`config.mk`:
```
export PLATFORM = sky130hd
export DESIGN_NAME = icv_top
export DESIGN_NICKNAME = d
export VERILOG_FILES = /design/src/icv_top.v
export VERILOG_INCLUDE_DIRS = /design/src /design/src/inc
export SDC_FILE = /design/constraint.sdc
export NUM_CORES = 1
export LEC_CHECK = 0
export BUFFER_PORTS_ARGS = -buffer_cell sky130_fd_sc_hd__buf_2
export CORE_ASPECT_RATIO = 0.5
export CORE_UTILIZATION = 45
export CTS_BUF_LIST = sky130_fd_sc_hd__clkbuf_4 sky130_fd_sc_hd__clkbuf_8
export DETAILED_ROUTE_END_ITERATION = 16
export HOLD_SLACK_MARGIN = 0.12
export PLACE_DENSITY_LB_ADDON = 0.12
export SLEW_MARGIN = 20
export SYNTH_ARGS = -nofsm -noshare
export SYNTH_HDL_FRONTEND = slang
export SYNTH_SLANG_ARGS = --single-unit
```
`constraint.sdc`:
```
create_clock -name clk -period 3.3 [get_ports clk]
set_input_delay 0.495 -clock clk [delete_from_list [all_inputs] [get_ports clk]]
set_output_delay 0.495 -clock clk [all_outputs]
set_load 0.01 [all_outputs]
```
`src/inc/icv_defs.vh`:
```
// Constants for the interrupt classification and vectoring block.
// Assumes 20-bit byte addresses and a 20 MHz CPU clock.
`ifndef ICV_DEFS_VH
`define ICV_DEFS_VH

// Fixed vector table
`define ICV_VEC_UNDEF      20'hfffdc
`define ICV_VEC_OVF        20'hfffe0
`define ICV_VEC_BRK        20'hfffe4
`define ICV_VEC_AMATCH     20'hfffe8
`define ICV_VEC_SSTEP      20'hfffec
`define ICV_VEC_OSC_WDT    20'hffff0
`define ICV_VEC_DBG        20'hffff4
`define ICV_VEC_NMI        20'hffff8
`define ICV_VEC_RESET      20'hffffc
`define ICV_TBL_LO         20'hfffdc
`define ICV_TBL_HI         20'hfffff
`define ICV_VEC_BYTES      3'h4

// Trap number limits
`define ICV_TRAP_MAX       6'h3f
`define ICV_TRAP_PERIPH_HI 6'h1f
`define ICV_TRAP_UFLAG_BIT 5

// Register offsets (word addresses, one per 32-bit register)
`define ICV_REG_STATUS     4'h0
`define ICV_REG_ENABLE     4'h1
`define ICV_REG_CLEAR      4'h2
`define ICV_REG_MATCH_EN   4'h3
`define ICV_REG_OSC_FLAG   4'h4
`define ICV_REG_MATCH0     4'h5
`define ICV_REG_MATCH1     4'h6
`define ICV_REG_MATCH2     4'h7
`define ICV_REG_MATCH3     4'h8
`define ICV_REG_VECTOR     4'h9

// Status bit positions
`define ICV_ST_TRAP        0
`define ICV_ST_NMI         1
`define ICV_ST_WDT         2
`define ICV_ST_OSC         3
`define ICV_ST_AMATCH      4
`define ICV_ST_PERIPH      5
`define ICV_ST_W           6

// Reset values
`define ICV_RST_ENABLE     6'h00
`define ICV_RST_MATCH_EN   4'h0
`define ICV_RST_MATCH      20'h00000

`endif

```
`src/icv_top.v`:
```
// Interrupt classification and vectoring unit: traps, special and
// peripheral interrupts to fixed or relocatable vector and stack select decisions.
// Assumes CPU sequencer holds take requests until ack, and an
// Avalon-MM master for the register file; all inputs synchronous.
//
// Functional notes
// - Trap instructions ignore enable flag and priority
// - Illegal opcode trap vectors at FFFDCh
// - Overflow trap only when overflow flag 1
// - Breakpoint trap vectors at FFFE4h
// - Trap numbers 0-63; 0-31 share peripheral vectors
// - Traps 0-31 push and clear stack flag
// - Traps 32-63 keep stack flag
// - Falling edge on NMI pin raises NMI
// - Address match before enabled matching instruction
// - Pin, debug, watchdog, osc, step, match non-maskable
// - Peripherals taken only under enable and level
// - Four-byte vector holds handler address; branch there
// - Fixed table FFFDCh-FFFFFh, reset at FFFFCh
// - Osc-stop and watchdog share FFFF0h
// - Osc flag set blocks further; write 0 re-enables
`timescale 1ns/1ps
`default_nettype none
`include "icv_defs.vh"

module icv_top (
    input  wire        clk,
    input  wire        sys_rst,
    // Avalon-MM slave
    input  wire [3:0]  avs_address,
    input  wire        avs_read,
    input  wire        avs_write,
    input  wire [31:0] avs_writedata,
    output reg  [31:0] avs_readdata,
    output wire        avs_waitrequest,
    // Instruction sequencer
    input  wire        instr_valid,
    input  wire [19:0] instr_addr,
    input  wire        illegal_op_instruction,
    input  wire        overflow_trap_instruction,
    input  wire        breakpoint_trap_instruction,
    input  wire        numbered_trap_instruction,
    input  wire [5:0]  trap_number,
    input  wire        overflow_flag,
    input  wire        interrupt_enable_flag,
    input  wire [2:0]  cpu_priority_level,
    input  wire        stack_select_flag,
    input  wire        return_from_interrupt,
    input  wire        restored_stack_flag,
    // Requesters
    input  wire        nmi_pin,
    input  wire        debugger_break_request,
    input  wire        watchdog_request,
    input  wire        osc_stop_event,
    input  wire        single_step_request,
    input  wire        periph_request,
    input  wire [4:0]  periph_number,
    input  wire [2:0]  periph_level,
    input  wire [19:0] relocatable_base,
    // Sequencer answer
    input  wire        take_ack,
    output reg         take_valid,
    output reg  [19:0] vector_addr_ff,
    output reg         vector_fixed_ff,
    output reg         non_maskable_ff,
    output reg         push_stack_flag_ff,
    output reg         stack_select_ff,
    output wire        irq
);

////////////////////////////////////////////////////////////////////////
// Request capture

reg        nmi_pin_ff;
reg        osc_stop_detect_flag;
reg [3:0]  match_enable_ff;
reg [19:0] match_address_regs [0:3];
reg [`ICV_ST_W-1:0] status_ff;
reg [`ICV_ST_W-1:0] enable_ff;
reg        nmi_pend_ff;
reg        osc_pend_ff;
integer    i;

wire nmi_fall = nmi_pin_ff & ~nmi_pin;
wire osc_evt  = osc_stop_event & ~osc_stop_detect_flag;

// One comparator per match register; the loop index stays private to reset
wire [3:0] match_hit;
genvar     g;
generate
    for (g = 0; g < 4; g = g + 1) begin : g_match
        icv_addr_cmp u_cmp (
            .enable   (match_enable_ff[g]),
            .valid    (instr_valid),
            .addr     (instr_addr),
            .match_at (match_address_regs[g]),
            .hit      (match_hit[g])
        );
    end
endgenerate
wire amatch = |match_hit;

wire sw_trap = illegal_op_instruction | breakpoint_trap_instruction
             | (overflow_trap_instruction & overflow_flag)
             | numbered_trap_instruction;
wire periph_ok = periph_request & interrupt_enable_flag
               & (periph_level > cpu_priority_level);

////////////////////////////////////////////////////////////////////////
// Selection, fixed priority among present requests

reg        sel_any;
reg [19:0] sel_vec;
reg        sel_fixed;
reg        sel_nm;
reg        sel_push;
reg [2:0]  sel_src;
localparam SRC_TRAP = 3'h0;
localparam SRC_NMI  = 3'h1;
localparam SRC_OW   = 3'h2;
localparam SRC_AM   = 3'h3;
localparam SRC_PER  = 3'h4;
localparam SRC_OTH  = 3'h5;

always @* begin
    sel_any   = 1'b1;
    sel_vec   = `ICV_VEC_RESET;
    sel_fixed = 1'b1;
    sel_nm    = 1'b1;
    sel_push  = 1'b0;
    sel_src   = SRC_OTH;
    if (illegal_op_instruction) begin
        sel_vec = `ICV_VEC_UNDEF;
        sel_src = SRC_TRAP;
    end else if (overflow_trap_instruction && overflow_flag) begin
        sel_vec = `ICV_VEC_OVF;
        sel_src = SRC_TRAP;
    end else if (breakpoint_trap_instruction) begin
        sel_vec = `ICV_VEC_BRK;
        sel_src = SRC_TRAP;
    end else if (numbered_trap_instruction) begin
        // Number times four into relocatable table
        sel_vec   = relocatable_base + {12'h000, trap_number, 2'b00};
        sel_fixed = 1'b0;
        sel_push  = ~trap_number[`ICV_TRAP_UFLAG_BIT];
        sel_src   = SRC_TRAP;
    end else if (nmi_pend_ff) begin
        sel_vec = `ICV_VEC_NMI;
        sel_src = SRC_NMI;
    end else if (debugger_break_request) begin
        sel_vec = `ICV_VEC_DBG;
    end else if (watchdog_request || osc_pend_ff) begin
        sel_vec = `ICV_VEC_OSC_WDT;
        sel_src = SRC_OW;
    end else if (single_step_request) begin
        sel_vec = `ICV_VEC_SSTEP;
    end else if (amatch) begin
        sel_vec = `ICV_VEC_AMATCH;
        sel_src = SRC_AM;
    end else if (periph_ok) begin
        // Peripheral shares numbered vector
        sel_vec   = relocatable_base + {13'h0000, periph_number, 2'b00};
        sel_fixed = 1'b0;
        sel_nm    = 1'b0;
        sel_push  = 1'b1;
        sel_src   = SRC_PER;
    end else begin
        sel_any = 1'b0;
    end
end

////////////////////////////////////////////////////////////////////////
// Answer to sequencer, held until acknowledged

localparam ST_IDLE = 2'b01;
localparam ST_HOLD = 2'b10;
reg [1:0] state_ff;
reg [1:0] nxt_state;

always @* begin
    case (state_ff)
        ST_IDLE: nxt_state = sel_any ? ST_HOLD : ST_IDLE;
        ST_HOLD: nxt_state = take_ack ? ST_IDLE : ST_HOLD;
        default: nxt_state = ST_IDLE;
    endcase
end

always @* begin
    take_valid = (state_ff == ST_HOLD);
end

wire take_go = (state_ff == ST_IDLE) && sel_any;

always @(posedge clk) begin
    if (sys_rst) begin
        state_ff           <= ST_IDLE;
        vector_addr_ff     <= `ICV_VEC_RESET;
        vector_fixed_ff    <= 1'b1;
        non_maskable_ff    <= 1'b1;
        push_stack_flag_ff <= 1'b0;
        stack_select_ff    <= 1'b0;
    end else begin
        state_ff <= nxt_state;
        if (take_go) begin
            vector_addr_ff     <= sel_vec;
            vector_fixed_ff    <= sel_fixed;
            non_maskable_ff    <= sel_nm;
            push_stack_flag_ff <= sel_push;
        end
        // Stack flag tracks CPU, forced to handler stack on push
        if (take_go && sel_push) begin
            stack_select_ff <= 1'b0;
        end else if (return_from_interrupt) begin
            stack_select_ff <= restored_stack_flag;
        end else if (state_ff == ST_IDLE) begin
            stack_select_ff <= stack_select_flag;
        end
    end
end

////////////////////////////////////////////////////////////////////////
// Pending latches, status, registers

wire bus_wr = avs_write;
wire osc_clr = bus_wr && avs_address == `ICV_REG_OSC_FLAG && !avs_writedata[0];

wire [`ICV_ST_W-1:0] events = {periph_ok & take_go & (sel_src == SRC_PER),
                               amatch & take_go & (sel_src == SRC_AM),
                               osc_evt, watchdog_request, nmi_fall,
                               take_go & (sel_src == SRC_TRAP)};

always @(posedge clk) begin
    if (sys_rst) begin
        nmi_pin_ff           <= 1'b1;
        nmi_pend_ff          <= 1'b0;
        osc_pend_ff          <= 1'b0;
        osc_stop_detect_flag <= 1'b0;
        match_enable_ff      <= `ICV_RST_MATCH_EN;
        enable_ff            <= `ICV_RST_ENABLE;
        status_ff            <= {`ICV_ST_W{1'b0}};
        for (i = 0; i < 4; i = i + 1) begin
            match_address_regs[i] <= `ICV_RST_MATCH;
        end
    end else begin
        nmi_pin_ff <= nmi_pin;
        if (nmi_fall) begin
            nmi_pend_ff <= 1'b1;
        end else if (take_go && sel_src == SRC_NMI) begin
            nmi_pend_ff <= 1'b0;
        end
        if (osc_evt) begin
            osc_pend_ff <= 1'b1;
        end else if (take_go && sel_src == SRC_OW) begin
            osc_pend_ff <= 1'b0;
        end
        // Set wins over software clear
        if (osc_evt) begin
            osc_stop_detect_flag <= 1'b1;
        end else if (osc_clr) begin
            osc_stop_detect_flag <= 1'b0;
        end
        status_ff <= (status_ff & ~((bus_wr && avs_address == `ICV_REG_CLEAR)
                     ? avs_writedata[`ICV_ST_W-1:0] : {`ICV_ST_W{1'b0}})) | events;
        if (bus_wr) begin
            case (avs_address)
                `ICV_REG_ENABLE:   enable_ff <= avs_writedata[`ICV_ST_W-1:0];
                `ICV_REG_MATCH_EN: match_enable_ff <= avs_writedata[3:0];
                `ICV_REG_MATCH0:   match_address_regs[0] <= avs_writedata[19:0];
                `ICV_REG_MATCH1:   match_address_regs[1] <= avs_writedata[19:0];
                `ICV_REG_MATCH2:   match_address_regs[2] <= avs_writedata[19:0];
                `ICV_REG_MATCH3:   match_address_regs[3] <= avs_writedata[19:0];
                default: ;
            endcase
        end
    end
end

assign irq = |(status_ff & enable_ff);
// Zero-wait slave keeps the master simple
assign avs_waitrequest = 1'b0;

always @* begin
    case (avs_address)
        `ICV_REG_STATUS:   avs_readdata = {26'h0000000, status_ff};
        `ICV_REG_ENABLE:   avs_readdata = {26'h0000000, enable_ff};
        `ICV_REG_MATCH_EN: avs_readdata = {28'h0000000, match_enable_ff};
        `ICV_REG_OSC_FLAG: avs_readdata = {31'h00000000, osc_stop_detect_flag};
        `ICV_REG_MATCH0:   avs_readdata = {12'h000, match_address_regs[0]};
        `ICV_REG_MATCH1:   avs_readdata = {12'h000, match_address_regs[1]};
        `ICV_REG_MATCH2:   avs_readdata = {12'h000, match_address_regs[2]};
        `ICV_REG_MATCH3:   avs_readdata = {12'h000, match_address_regs[3]};
        `ICV_REG_VECTOR:   avs_readdata = {12'h000, vector_addr_ff};
        default:           avs_readdata = 32'h00000000;
    endcase
end

endmodule

////////////////////////////////////////////////////////////////////////
// Address match comparator, instantiated once per match register

module icv_addr_cmp #(
    parameter AW = 20
) (
    input  wire          enable,
    input  wire          valid,
    input  wire [AW-1:0] addr,
    input  wire [AW-1:0] match_at,
    output wire          hit
);
// Enable gates the compare so a cleared entry never fires
assign hit = enable & valid & (addr == match_at);
endmodule
`default_nettype wire

```
**Word level (Yosys, flattened, before mapping)**

Memories as Yosys holds them, arrays and structs flattened.
Index checks and enable logic that the tools add are counted.

- Register bits: 46
- RAM bits: 80
- Bits of input ports: 114
- Word-level logic and storage cells: 173
- Memories kept: 1

- Add/sub/neg operators: 2
- $lt $le $gt $ge: 1
- Eq/ne operators: 19
- Muxes and demuxes: 88
- Bitwise gates (word level): 28
- Reduce and logical (&&, ||, !) cells: 21

Memory list:

| memory | depth | width | read ports | clocked after memory_dff | write ports | RTL line | source |
|---|---|---|---|---|---|---|---|
| match_address_regs | 4 | 20 | 4 | 0 | 4 | icv_top.v:77 | `reg [19:0] match_address_regs [0:3];` |

Operators by type and width:

| operator | number |
|---|---|
| two-way mux 20 bit | 14 |
| case mux 20 bit (9 select lines) | 1 |
| == test 20 bit | 4 |
| two-way mux 1 bit | 60 |
| two-way mux 3 bit | 9 |
| adder 20 x 7 -> 20 bit | 1 |
| adder 20 x 8 -> 20 bit | 1 |
| AND 1 bit | 17 |
| == test 4 x 3 -> 1 bit (second input constant) | 4 |
| AND 6 bit | 2 |
| == test 4 x 2 -> 1 bit (second input constant) | 2 |
| == test 4 bit (second input constant) | 2 |
| logical AND 1 bit | 8 |
| nonzero test 2 bit | 4 |
| == test 3 x 2 -> 1 bit (second input constant) | 2 |
| two-way mux 6 bit | 1 |
| NOT 6 bit | 1 |
| bitwise OR 6 bit | 1 |
| OR reduction 6 bit | 1 |
| == test 4 x 1 -> 1 bit (second input constant) | 1 |
| zero test 4 bit | 1 |
| two-way mux 2 bit | 2 |
| bitwise OR 1 bit | 4 |
| case mux 2 bit (2 select lines) | 1 |
| 12 further kinds | 15 |

**Longest topological paths before layout**

Gate-level depths: netlist (run 1).
An unclocked memory read counts as a cell.

- Word-level depth: 17
- Depth in mapped cells: 12
- Mapped depth without buffers: 10

**Modules after synthesis**

From an unflattened synthesis (run 1), not the netlist that was laid out.

- Cells, all modules: 775
- Area, all modules: 7738.7 µm²

By module, submodules not included:

| module | times used | cells each | area each (µm²) |
|---|---|---|---|
| icv_top | 1 | 667 | 6837.8 |
| icv_addr_cmp | 4 | 27 | 225.2 |

**Least setup slack after synthesis (run 1)**

OpenSTA, ideal clock, no wires.

- Path type: input -> register
- Start point: in cpu_priority_level[1]
- End point: reg vector_addr_ff[17]
- Library setup time: 122 ps
- Arrival: 2580 ps
- Required time: 3178 ps
- Path slack: 598 ps
- Cell stages on the path: 10
- Cells stage by stage: inv_1 > ha_1 > nor2b_1 > o21ai_1 > a21oi_1 > nand2b_1 > nor4_1 > o2bb2ai_1 > a21boi_0 > o32a_1

- Word-level cells in the longest chain between the ends: 13
- Elaborated cells between the ends (all ways): 23
- Those cells by class: order compare (1); mux (20); bitwise (1); reduce/logical (1)

Ends and longest elaborated chain:

| what | RTL line | source |
|---|---|---|
| from (decl) | icv_top.v:46 | `input wire [2:0] cpu_priority_level,` |
| greater-than comparator 3 bit * | icv_top.v:107 | `& (periph_level > cpu_priority_level);` |
| AND 1 bit * | icv_top.v:107 |  |
| two-way mux 1 bit | icv_top.v:160 | `end else if (periph_ok) begin` |
| two-way mux 1 bit | icv_top.v:157 | `end else if (amatch) begin` |
| two-way mux 1 bit | icv_top.v:155 | `end else if (single_step_request) begin` |
| two-way mux 1 bit | icv_top.v:152 | `end else if (watchdog_request \|\| osc_pend_ff) begin` |
| two-way mux 1 bit | icv_top.v:150 | `end else if (debugger_break_request) begin` |
| two-way mux 1 bit | icv_top.v:147 | `end else if (nmi_pend_ff) begin` |
| two-way mux 1 bit | icv_top.v:141 | `end else if (numbered_trap_instruction) begin` |
| two-way mux 1 bit | icv_top.v:138 | `end else if (breakpoint_trap_instruction) begin` |
| two-way mux 1 bit | icv_top.v:135 | `end else if (overflow_trap_instruction && overflow_flag) begin` |
| two-way mux 1 bit | icv_top.v:132 | `if (illegal_op_instruction) begin` |
| logical AND 1 bit | icv_top.v:192 | `wire take_go = (state_ff == ST_IDLE) && sel_any;` |
| to (signal assigned) | icv_top.v:197 | `` vector_addr_ff <= `ICV_VEC_RESET; `` |
| to (signal assigned) | icv_top.v:205 | `vector_addr_ff <= sel_vec;` |
| to (decl) | icv_top.v:63 | `output reg [19:0] vector_addr_ff,` |

Mark *: on every way between the ends. The rest lies on a longest branch, timed or not.
A chain may end at the register's enable or synchronous reset.

==> impl_summary.txt, run 1 <==
----------------------------------------------------
[Pwr]
  Cell leakage power ... 3.86 nW
  Peak VDD IR ... 0.276 mV
  Total power draw ... 4.61 mW
  Power density relative to cell area ... 487 nW/um^2

[Clock network]
  Root buffer selected by CTS ... sky130_fd_sc_hd__clkbuf_8
  Inserted Clock Buffers ... 17
  Clock H-tree levels ... 4
  TritonCTS clock tree ... done
  Clock insertion delay at the later pin of the skew report ... 0.44 ns
  Cts repair resizes ... 0
  Clock buffer depth ... 2
  Post-cts hold buffer count ... 0
  Post-CTS setup buffers ... 0
  Number of clock sinks ... 126
  Clock slew seen by the registers of the worst setup and hold paths ... 0.08 ns

[Global route]
  Met3 routing resource usage after global routing ... 7.62%
  Total grt overflow ... 0
  Fraction of met1 tracks used by global routing ... 42.2%
  Antenna violations before repair ... 0
  Wire length of the first global-routing pass ... 38.8 mm
  Layer with the highest usage ... met2
  Maximum number of pins on one net before global-route repair ... 34
  Global-route usage over all layers ... 29.6%
  Met2 routing resource usage after global routing ... 44.9%
  Number of global-route vias before repair ... 6,467

[Synthesis]
  Leading post-synthesis cells by instance count ... sky130_fd_sc_hd__and2_1, sky130_fd_sc_hd__edfxtp_1, sky130_fd_sc_hd__xor2_1
  Yosys cell types ... 66
  EDFF count, synth ... 80
  Ranking of synthesized cells by area ... sky130_fd_sc_hd__edfxtp_1, sky130_fd_sc_hd__dfxtp_1, sky130_fd_sc_hd__xor2_1
  Post-synthesis register bit count ... 126
  Post-synthesis cell type with the largest combined area ... sky130_fd_sc_hd__edfxtp_1
  Cell area after technology mapping ... 7850 sq um
  Sequential cell area fraction in the yosys report ... 42.3%
  Leading register cell type out of synthesis ... sky130_fd_sc_hd__edfxtp_1
  Syn Area/Cell ... 9.46 sq um
  Number of cells produced by synthesis ... 830
  Post-synth top area share ... 30.6%
  Count leader, synth ... sky130_fd_sc_hd__and2_1
  Asr flop ratio synth ... 0%
  Warnings, synthesis ... 0

[Timing]
  RSZ-0062 raised after global routing ... no
  Largest clock skew in the final design ... 0.0168 ns
  Worst slew slack as a fraction of its limit ... 47.2%
  Pins over their slew limit ... 0
  Number of endpoints failing setup at the final stage ... 0
  Shortest period the worst path allows ... 3.02 ns
  Transition time at the pin with the least slew margin ... 0.785 ns
  Final hold violation count ... 0
  Worst hold-check slack ... 0.261 ns
  Fmax ... 331 MHz
  Fraction of the cycle the final worst path needs ... 91.5%

[Die]
  Starting Density ... 46.9%
  Floorplan die area ... 18,000 sq um
  Chip Height ... 95.4 um
  Die span in x ... 189 um
  Area of the core region ... 16,700 sq um
  Core Rows ... 33
  Num ports ... 173

[Min path]
  Hold crit path type ... input pin to register
  Worst hold start ... nmi_pin

[Route]
  DRC viols ... 0
  Number of antenna-violating nets in the routed design ... 0
  Routed WL per cell ... 21.6 um
  Drt first-iter violations ... 704
  Number of vias after detailed routing ... 7,059
  Total wirelength of the detailed-routed design ... 26.7 mm
  Length of the first detailed-routing pass in iterations ... 7
  Vias per inst ... 5.73

[Setup path]
  Category of the most critical setup path ... register to register
  Stage delay of the slowest cell on the critical path ... 0.52 ns
  Data arrival at the endpoint of the critical path ... 3.34 ns
  Crit-path max FO ... 4
  Nature of the critical path endpoint ... register
  Startpoint types ... register
  CP required ... 3.63 ns
  Number of buffer and inverter instances along the worst setup path ... 0
  Cell family with most CP delay ... simple AND/OR/NAND/NOR gates
  Most numerous cell on the critical path ... sky130_fd_sc_hd__or4_1
  Worst r2r src ... match_address_regs[2][3]
  Cell-by-cell trace of the critical path ... xor2_1 -> or4_1 -> or4_1 -> o22ai_2 -> o31ai_4 -> or3_4 -> o32a_1
  Slowest stage cell, crit path ... sky130_fd_sc_hd__or4_1
  Worst setup path start ... match_address_regs[2][3]

[Final layout]
  Layout Nets ... 1,125
  Antenna cell count ... 0
  Share of final-layout standard cells stronger than drive strength 1 ... 22.6%
  Core utilization of the finished layout ... 56.6%
  Area growth syn-to-layout ... 20.5%
  Final std cells w/o fill ... 1,233

[Place]
  HPWL after detailed placement ... 21.2 mm
  Number of I/O port buffers ... 146
  Final weighted congestion in routability-driven placement ... 1.02
  Instance count after placement with tap cells included ... 1,201

[Status]
  Result of the run ... finished, final reports clean

[Job]
  Max Cap Violations ... 0

----------------------------------------------------
layout make-up:
cell class                      count  area (sq um)
Clock buffer                       20           269
Clock inverter                     12           206
Fill cell                        1533          7260
Inverter                           14          52.6
Multi-Input combinational cell    651          4290
Sequential cell                   126          3320
Tap cell                          227           284
Timing Repair Buffer              183          1030
per-stage QoR:
step                worst slack [ns]  cell area [sq um]  setup TNS, ns
floorplan                      0.598               7890              0
global placement             -0.0121               8980        -0.0121
detailed placement             0.192               8980              0
CTS                            0.295               9460              0
global route                   0.133               9460              0
finish                         0.281               9460              0
cell usage in the layout (no fill, tap or decap), types with 7 or more instances in the layout:
master                       n
sky130_fd_sc_hd__a21o_1      7
sky130_fd_sc_hd__a21oi_1    28
sky130_fd_sc_hd__a222oi_1   15
sky130_fd_sc_hd__a22oi_1    24
sky130_fd_sc_hd__a31oi_1     9
sky130_fd_sc_hd__and2_1     83
sky130_fd_sc_hd__and3_1      7
sky130_fd_sc_hd__buf_2     146
sky130_fd_sc_hd__buf_4      35
sky130_fd_sc_hd__clkbuf_8   19
sky130_fd_sc_hd__conb_1     13
sky130_fd_sc_hd__dfxtp_1    46
sky130_fd_sc_hd__edfxtp_1   80
sky130_fd_sc_hd__ha_1       16
sky130_fd_sc_hd__inv_1      13
sky130_fd_sc_hd__mux2i_1    16
sky130_fd_sc_hd__nand2_1    70
sky130_fd_sc_hd__nand2b_1   15
sky130_fd_sc_hd__nand3_1    15
sky130_fd_sc_hd__nand4_1    13
sky130_fd_sc_hd__nor2_1     73
sky130_fd_sc_hd__nor3_1     18
sky130_fd_sc_hd__nor4_1     28
sky130_fd_sc_hd__o21ai_0     9
sky130_fd_sc_hd__o21ai_1     7
sky130_fd_sc_hd__xnor2_1    18
sky130_fd_sc_hd__xor2_1     79
state kept, by name (all words and copies together) (netlist names):
signal / flops
enable_ff: 6
match_address_regs: 80
match_enable_ff: 4
nmi_pend_ff: 1
nmi_pin_ff: 1
non_maskable_ff: 1
osc_pend_ff: 1
osc_stop_detect_flag: 1
push_stack_flag_ff: 1
stack_select_ff: 1
state_ff: 2
status_ff: 6
vector_addr_ff: 20
vector_fixed_ff: 1
path summary, 6_finish.rpt:
kind,cells after the start,endpoint,slack [ns]
min reg2reg,2,status_ff[5],0.48
max,7,vector_addr_ff[17],0.28
max reg2reg,7,vector_addr_ff[17],0.28
min,2,nmi_pin_ff,0.26
logic make-up after synthesis:
family / Yosys count / share of synthesized area [%]
multiplexers: 16 / 2.04
adder cells (fa/ha/maj): 18 / 3.06
buffers and inverters: 65 / 3.91
XOR/XNOR: 97 / 10.8
other: 1 / 0.0478
AO/OA/AOI/OAI: 156 / 14.5
AND/OR/NAND/NOR: 351 / 23.3
flip-flops: 126 / 42.3
power by group:
part,internal [mW],switching (mW)
Combinational,0.387,0.599
Clock,0.957,0.674
Sequential,1.81,0.180
routing by layer:
| metal | vias to the layer above | routed length (um) |
|---|---|---|
| met1 | 3347 | 12600 |
| li1 | 3338 | - |
| met5 | - | 0 |
| met4 | 0 | 359 |
| met3 | 29 | 2380 |
| met2 | 345 | 11300 |
Power figures use the tool's default switching activity.
==> run 2: changes to the inputs <==
Settings changed: REMOVE_ABC_BUFFERS set to 1.
==> run 2 against run 1 <==
- sequential share of layout area rose by 0.60 points
- combinational power fell by 3.2%
- final area shrank 1.7%
- worst setup slack got worse by 0.012 ns
- clock power down 15%
- count of clock-buffer cells in the layout shrank 1
- flip-flop and latch count did not move
- hold slack got worse by 0.017 ns
- first-iteration DRC count is 6.8% lower
- global-route usage rose by 0.59 points
- highest routed layer unchanged
- largest power group unchanged
- power decreased by 6.2%
- via count up 0.35%
==> impl_summary.txt, run 2 (synthesis gave the netlist of run 1 again) <==
----------------------------------------------------
[Clock network]
  Clock slew seen by the registers of the worst setup and hold paths ... 0.08 ns (about the same)
  Clock insertion delay at the later pin of the skew report ... 0.46 ns (was 0.44 ns)
  Post-cts hold buffer count ... 0 (unchanged)
  Inserted Clock Buffers ... 17 (unchanged)
  Clock buffer depth ... 2 (unchanged)
  TritonCTS clock tree ... done (unchanged)
  Clock H-tree levels ... 4 (unchanged)
  Root buffer selected by CTS ... sky130_fd_sc_hd__clkbuf_8 (unchanged)
  Cts repair resizes ... 0 (unchanged)
  Number of clock sinks ... 126 (unchanged)
  Post-CTS setup buffers ... 0 (unchanged)

[Timing]
  Pins over their slew limit ... 0 (unchanged)
  Transition time at the pin with the least slew margin ... 0.701 ns (was 0.785 ns)
  Shortest period the worst path allows ... 3.03 ns (was 3.02 ns)
  Final setup slack of the worst path ... 0.268 ns (was 0.281 ns)
  Fmax ... 330 MHz (was 331 MHz)
  Worst slew slack as a fraction of its limit ... 52.8% (was 47.2%)
  Final hold violation count ... 0 (unchanged)
  Largest clock skew in the final design ... 0.0207 ns (was 0.0168 ns)
  RSZ-0062 raised after global routing ... no (unchanged)
  Number of endpoints failing setup at the final stage ... 0 (unchanged)
  Fraction of the cycle the final worst path needs ... 91.9% (was 91.5%)

[Route]
  DRC viols ... 0 (unchanged)
  Drt first-iter violations ... 656 (was 704)
  Vias per inst ... 5.79 (was 5.73)
  Number of antenna-violating nets in the routed design ... 0 (unchanged)
  Length of the first detailed-routing pass in iterations ... 8 (was 7)
  Number of vias after detailed routing ... 7,084 (was 7,059)
  Routed WL per cell ... 21.6 um (about the same)
  Total wirelength of the detailed-routed design ... 26.4 mm (was 26.7 mm)

[Final layout]
  Share of final-layout standard cells stronger than drive strength 1 ... 21.8% (was 22.6%)
  Commonest cells after routing, fill and taps aside ... sky130_fd_sc_hd__buf_2, sky130_fd_sc_hd__and2_1, sky130_fd_sc_hd__edfxtp_1 (unchanged)
  Antenna cell count ... 0 (unchanged)
  Area growth syn-to-layout ... 18.5% (was 20.5%)
  Flip-flop count of the largest register, all copies and words added ... 80 (unchanged)
  Filler cell count ... 1,526 (was 1,533)
  Most common library cell in the layout ignoring fill and taps ... sky130_fd_sc_hd__buf_2 (unchanged)
  Regs by FF count ... match_address_regs (80), vector_addr_ff (20) (unchanged)
  Final std cells w/o fill ... 1,224 (was 1,233)
  Register bank with the most flops ... match_address_regs (unchanged)
  Total non-filler cell area in the finished layout ... 9300 sq um (was 9460 sq um)
  Layout Nets ... 1,116 (was 1,125)

[Pwr]
  Peak VDD IR ... 0.264 mV (was 0.276 mV)
  Share of power burned in registers ... 46.0% (was 43.2%)
  Total power draw ... 4.33 mW (was 4.61 mW)
  Clock network fraction of total power ... 32.0% (was 35.4%)
  Cell leakage power ... 3.78 nW (was 3.86 nW)
  Power density relative to cell area ... 465 nW/um^2 (was 487 nW/um^2)
  Net switching component of the power ... 1.45 mW (about the same)
  Internal power consumption ... 2.88 mW (was 3.16 mW)
  Comb pwr share ... 22.1% (was 21.4%)
  Switching part of the total ... 33.4% (was 31.5%)

[Global route]
  Maximum number of pins on one net before global-route repair ... 34 (unchanged)
  Wire length of the first global-routing pass ... 39.8 mm (was 38.8 mm)
  Number of global-route vias before repair ... 6,620 (was 6,467)
  Antenna violations before repair ... 0 (unchanged)
  Global-route usage over all layers ... 30.2% (was 29.6%)
  Total grt overflow ... 0 (unchanged)

[Die]
  Num ports ... 173 (unchanged)
  Core Rows ... 33 (unchanged)
  Chip Height ... 95.4 um (unchanged)
  Area of the core region ... 16,700 sq um (unchanged)
  Starting Density ... 46.9% (unchanged)
  Die span in x ... 189 um (unchanged)
  Floorplan die area ... 18,000 sq um (unchanged)

[Setup path]
  Nature of the critical path endpoint ... register (unchanged)
  Stage delay of the slowest cell on the critical path ... 0.51 ns (was 0.52 ns)
  Worst r2r dst ... osc_pend_ff (was vector_addr_ff[17])
  Cell-by-cell trace of the critical path ... xor2_1 -> or4_1 -> or4_1 -> o22ai_2 -> o31ai_4 -> buf_4 -> nand2b_1 -> o31ai_1 -> a21oi_1 (was xor2_1 -> or4_1 -> or4_1 -> o22ai_2 -> o31ai_4 -> or3_4 -> o32a_1)
  Most numerous cell on the critical path ... sky130_fd_sc_hd__or4_1 (unchanged)
  Worst reg2reg path depth ... 9 (was 7)
  Crit-path max FO ... 28 (was 4)
  Data arrival at the endpoint of the critical path ... 3.36 ns (was 3.34 ns)
  Startpoint types ... register (unchanged)
  Worst r2r src ... match_address_regs[2][3] (unchanged)
  Slowest stage cell, crit path ... sky130_fd_sc_hd__or4_1 (unchanged)
  Category of the most critical setup path ... register to register (unchanged)
  CP required ... 3.63 ns (about the same)
  Slack of the worst reg-to-reg path ... 0.27 ns (was 0.28 ns)

[Place]
  Number of I/O port buffers ... 146 (unchanged)
  Worst slack, placed ... 0.180 ns (was 0.192 ns)
  Instance area after placement ... 8910 sq um (was 8980 sq um)
  HPWL after detailed placement ... 20.9 mm (was 21.2 mm)
  Final weighted congestion in routability-driven placement ... 1.02 (about the same)
  Instance count after placement with tap cells included ... 1,192 (was 1,201)

[Min path]
  Worst hold start ... nmi_pin (unchanged)
  Destination of the worst hold path ... nmi_pin_ff (unchanged)
  Hold crit path type ... input pin to register (unchanged)
  Hold path depth ... 2 (unchanged)

[Status]
  Result of the run ... finished, final reports clean (unchanged)

[Job]
  Max Cap Violations ... 0 (unchanged)

----------------------------------------------------
## run 2: stage by stage
stage	setup TNS, ns	hold WS, ns	utilization (%)
finish	0	0.244	55.6
global route	0	0.224	55.6
CTS	0	0.233	55.6
detailed placement	0	0.481	53.3
global placement	0	0.458	53.3
floorplan	-12.03	0.439	-
## run 2: routing by layer
metal | vias up | GRT usage [%] | share of wire, %
met5 | - | 0 | 0
met4 | 0 | 6.85 | 0.90
met3 | 17 | 6.48 | 8.6
li1 | 3326 | - | -
met1 | 3410 | 44.0 | 48
met2 | 331 | 45.7 | 42
## run 2: power groups by stage
| stage | combinational (mW) | clock [mW] | sequential, mW |
|---|---|---|---|
| 3_5_place_dp | 0.941 | 0 | 2.02 |
| 3_3_place_gp | 0.934 | 0 | 2.01 |
| 6_report | 0.954 | 1.38 | 1.99 |
| 2_1_floorplan | 0.501 | 0 | 1.95 |
| 5_1_grt | 1.04 | 1.46 | 2.00 |
| 4_1_cts | 0.945 | 1.40 | 1.98 |
## run 2: how the worst max path moves through the flow
stage	end	startpoint	cells after the start
6_report	osc_pend_ff	match_address_regs[2][3]	9
3_3_place_gp	osc_pend_ff	instr_addr[3]	10
3_5_place_dp	osc_pend_ff	instr_addr[3]	10
4_1_cts	osc_pend_ff	match_address_regs[2][3]	9
5_1_grt	vector_addr_ff[13]	match_address_regs[2][3]	8
2_1_floorplan	push_stack_flag_ff	overflow_trap_instruction	8
## run 2: area by class of cell
| class | instances | area [sq um] | area share [%] |
|---|---|---|---|
| Clock buffer | 19 | 255 | 2.74 |
| Clock inverter | 13 | 136 | 1.47 |
| Inverter | 14 | 52.6 | 0.565 |
| Multi-Input combinational cell | 651 | 4280 | 46.1 |
| Sequential cell | 126 | 3320 | 35.7 |
| Tap cell | 227 | 284 | 3.05 |
| Timing Repair Buffer | 174 | 966 | 10.4 |
## run 2: critical path: cells and delay by family, from the launching register on
kind            cells  cell delay (ns)
buf+inv             1             0.25
flops               1             0.47
compound gates      4             0.81
xor+xnor            1             0.23
simple gates        3             1.15
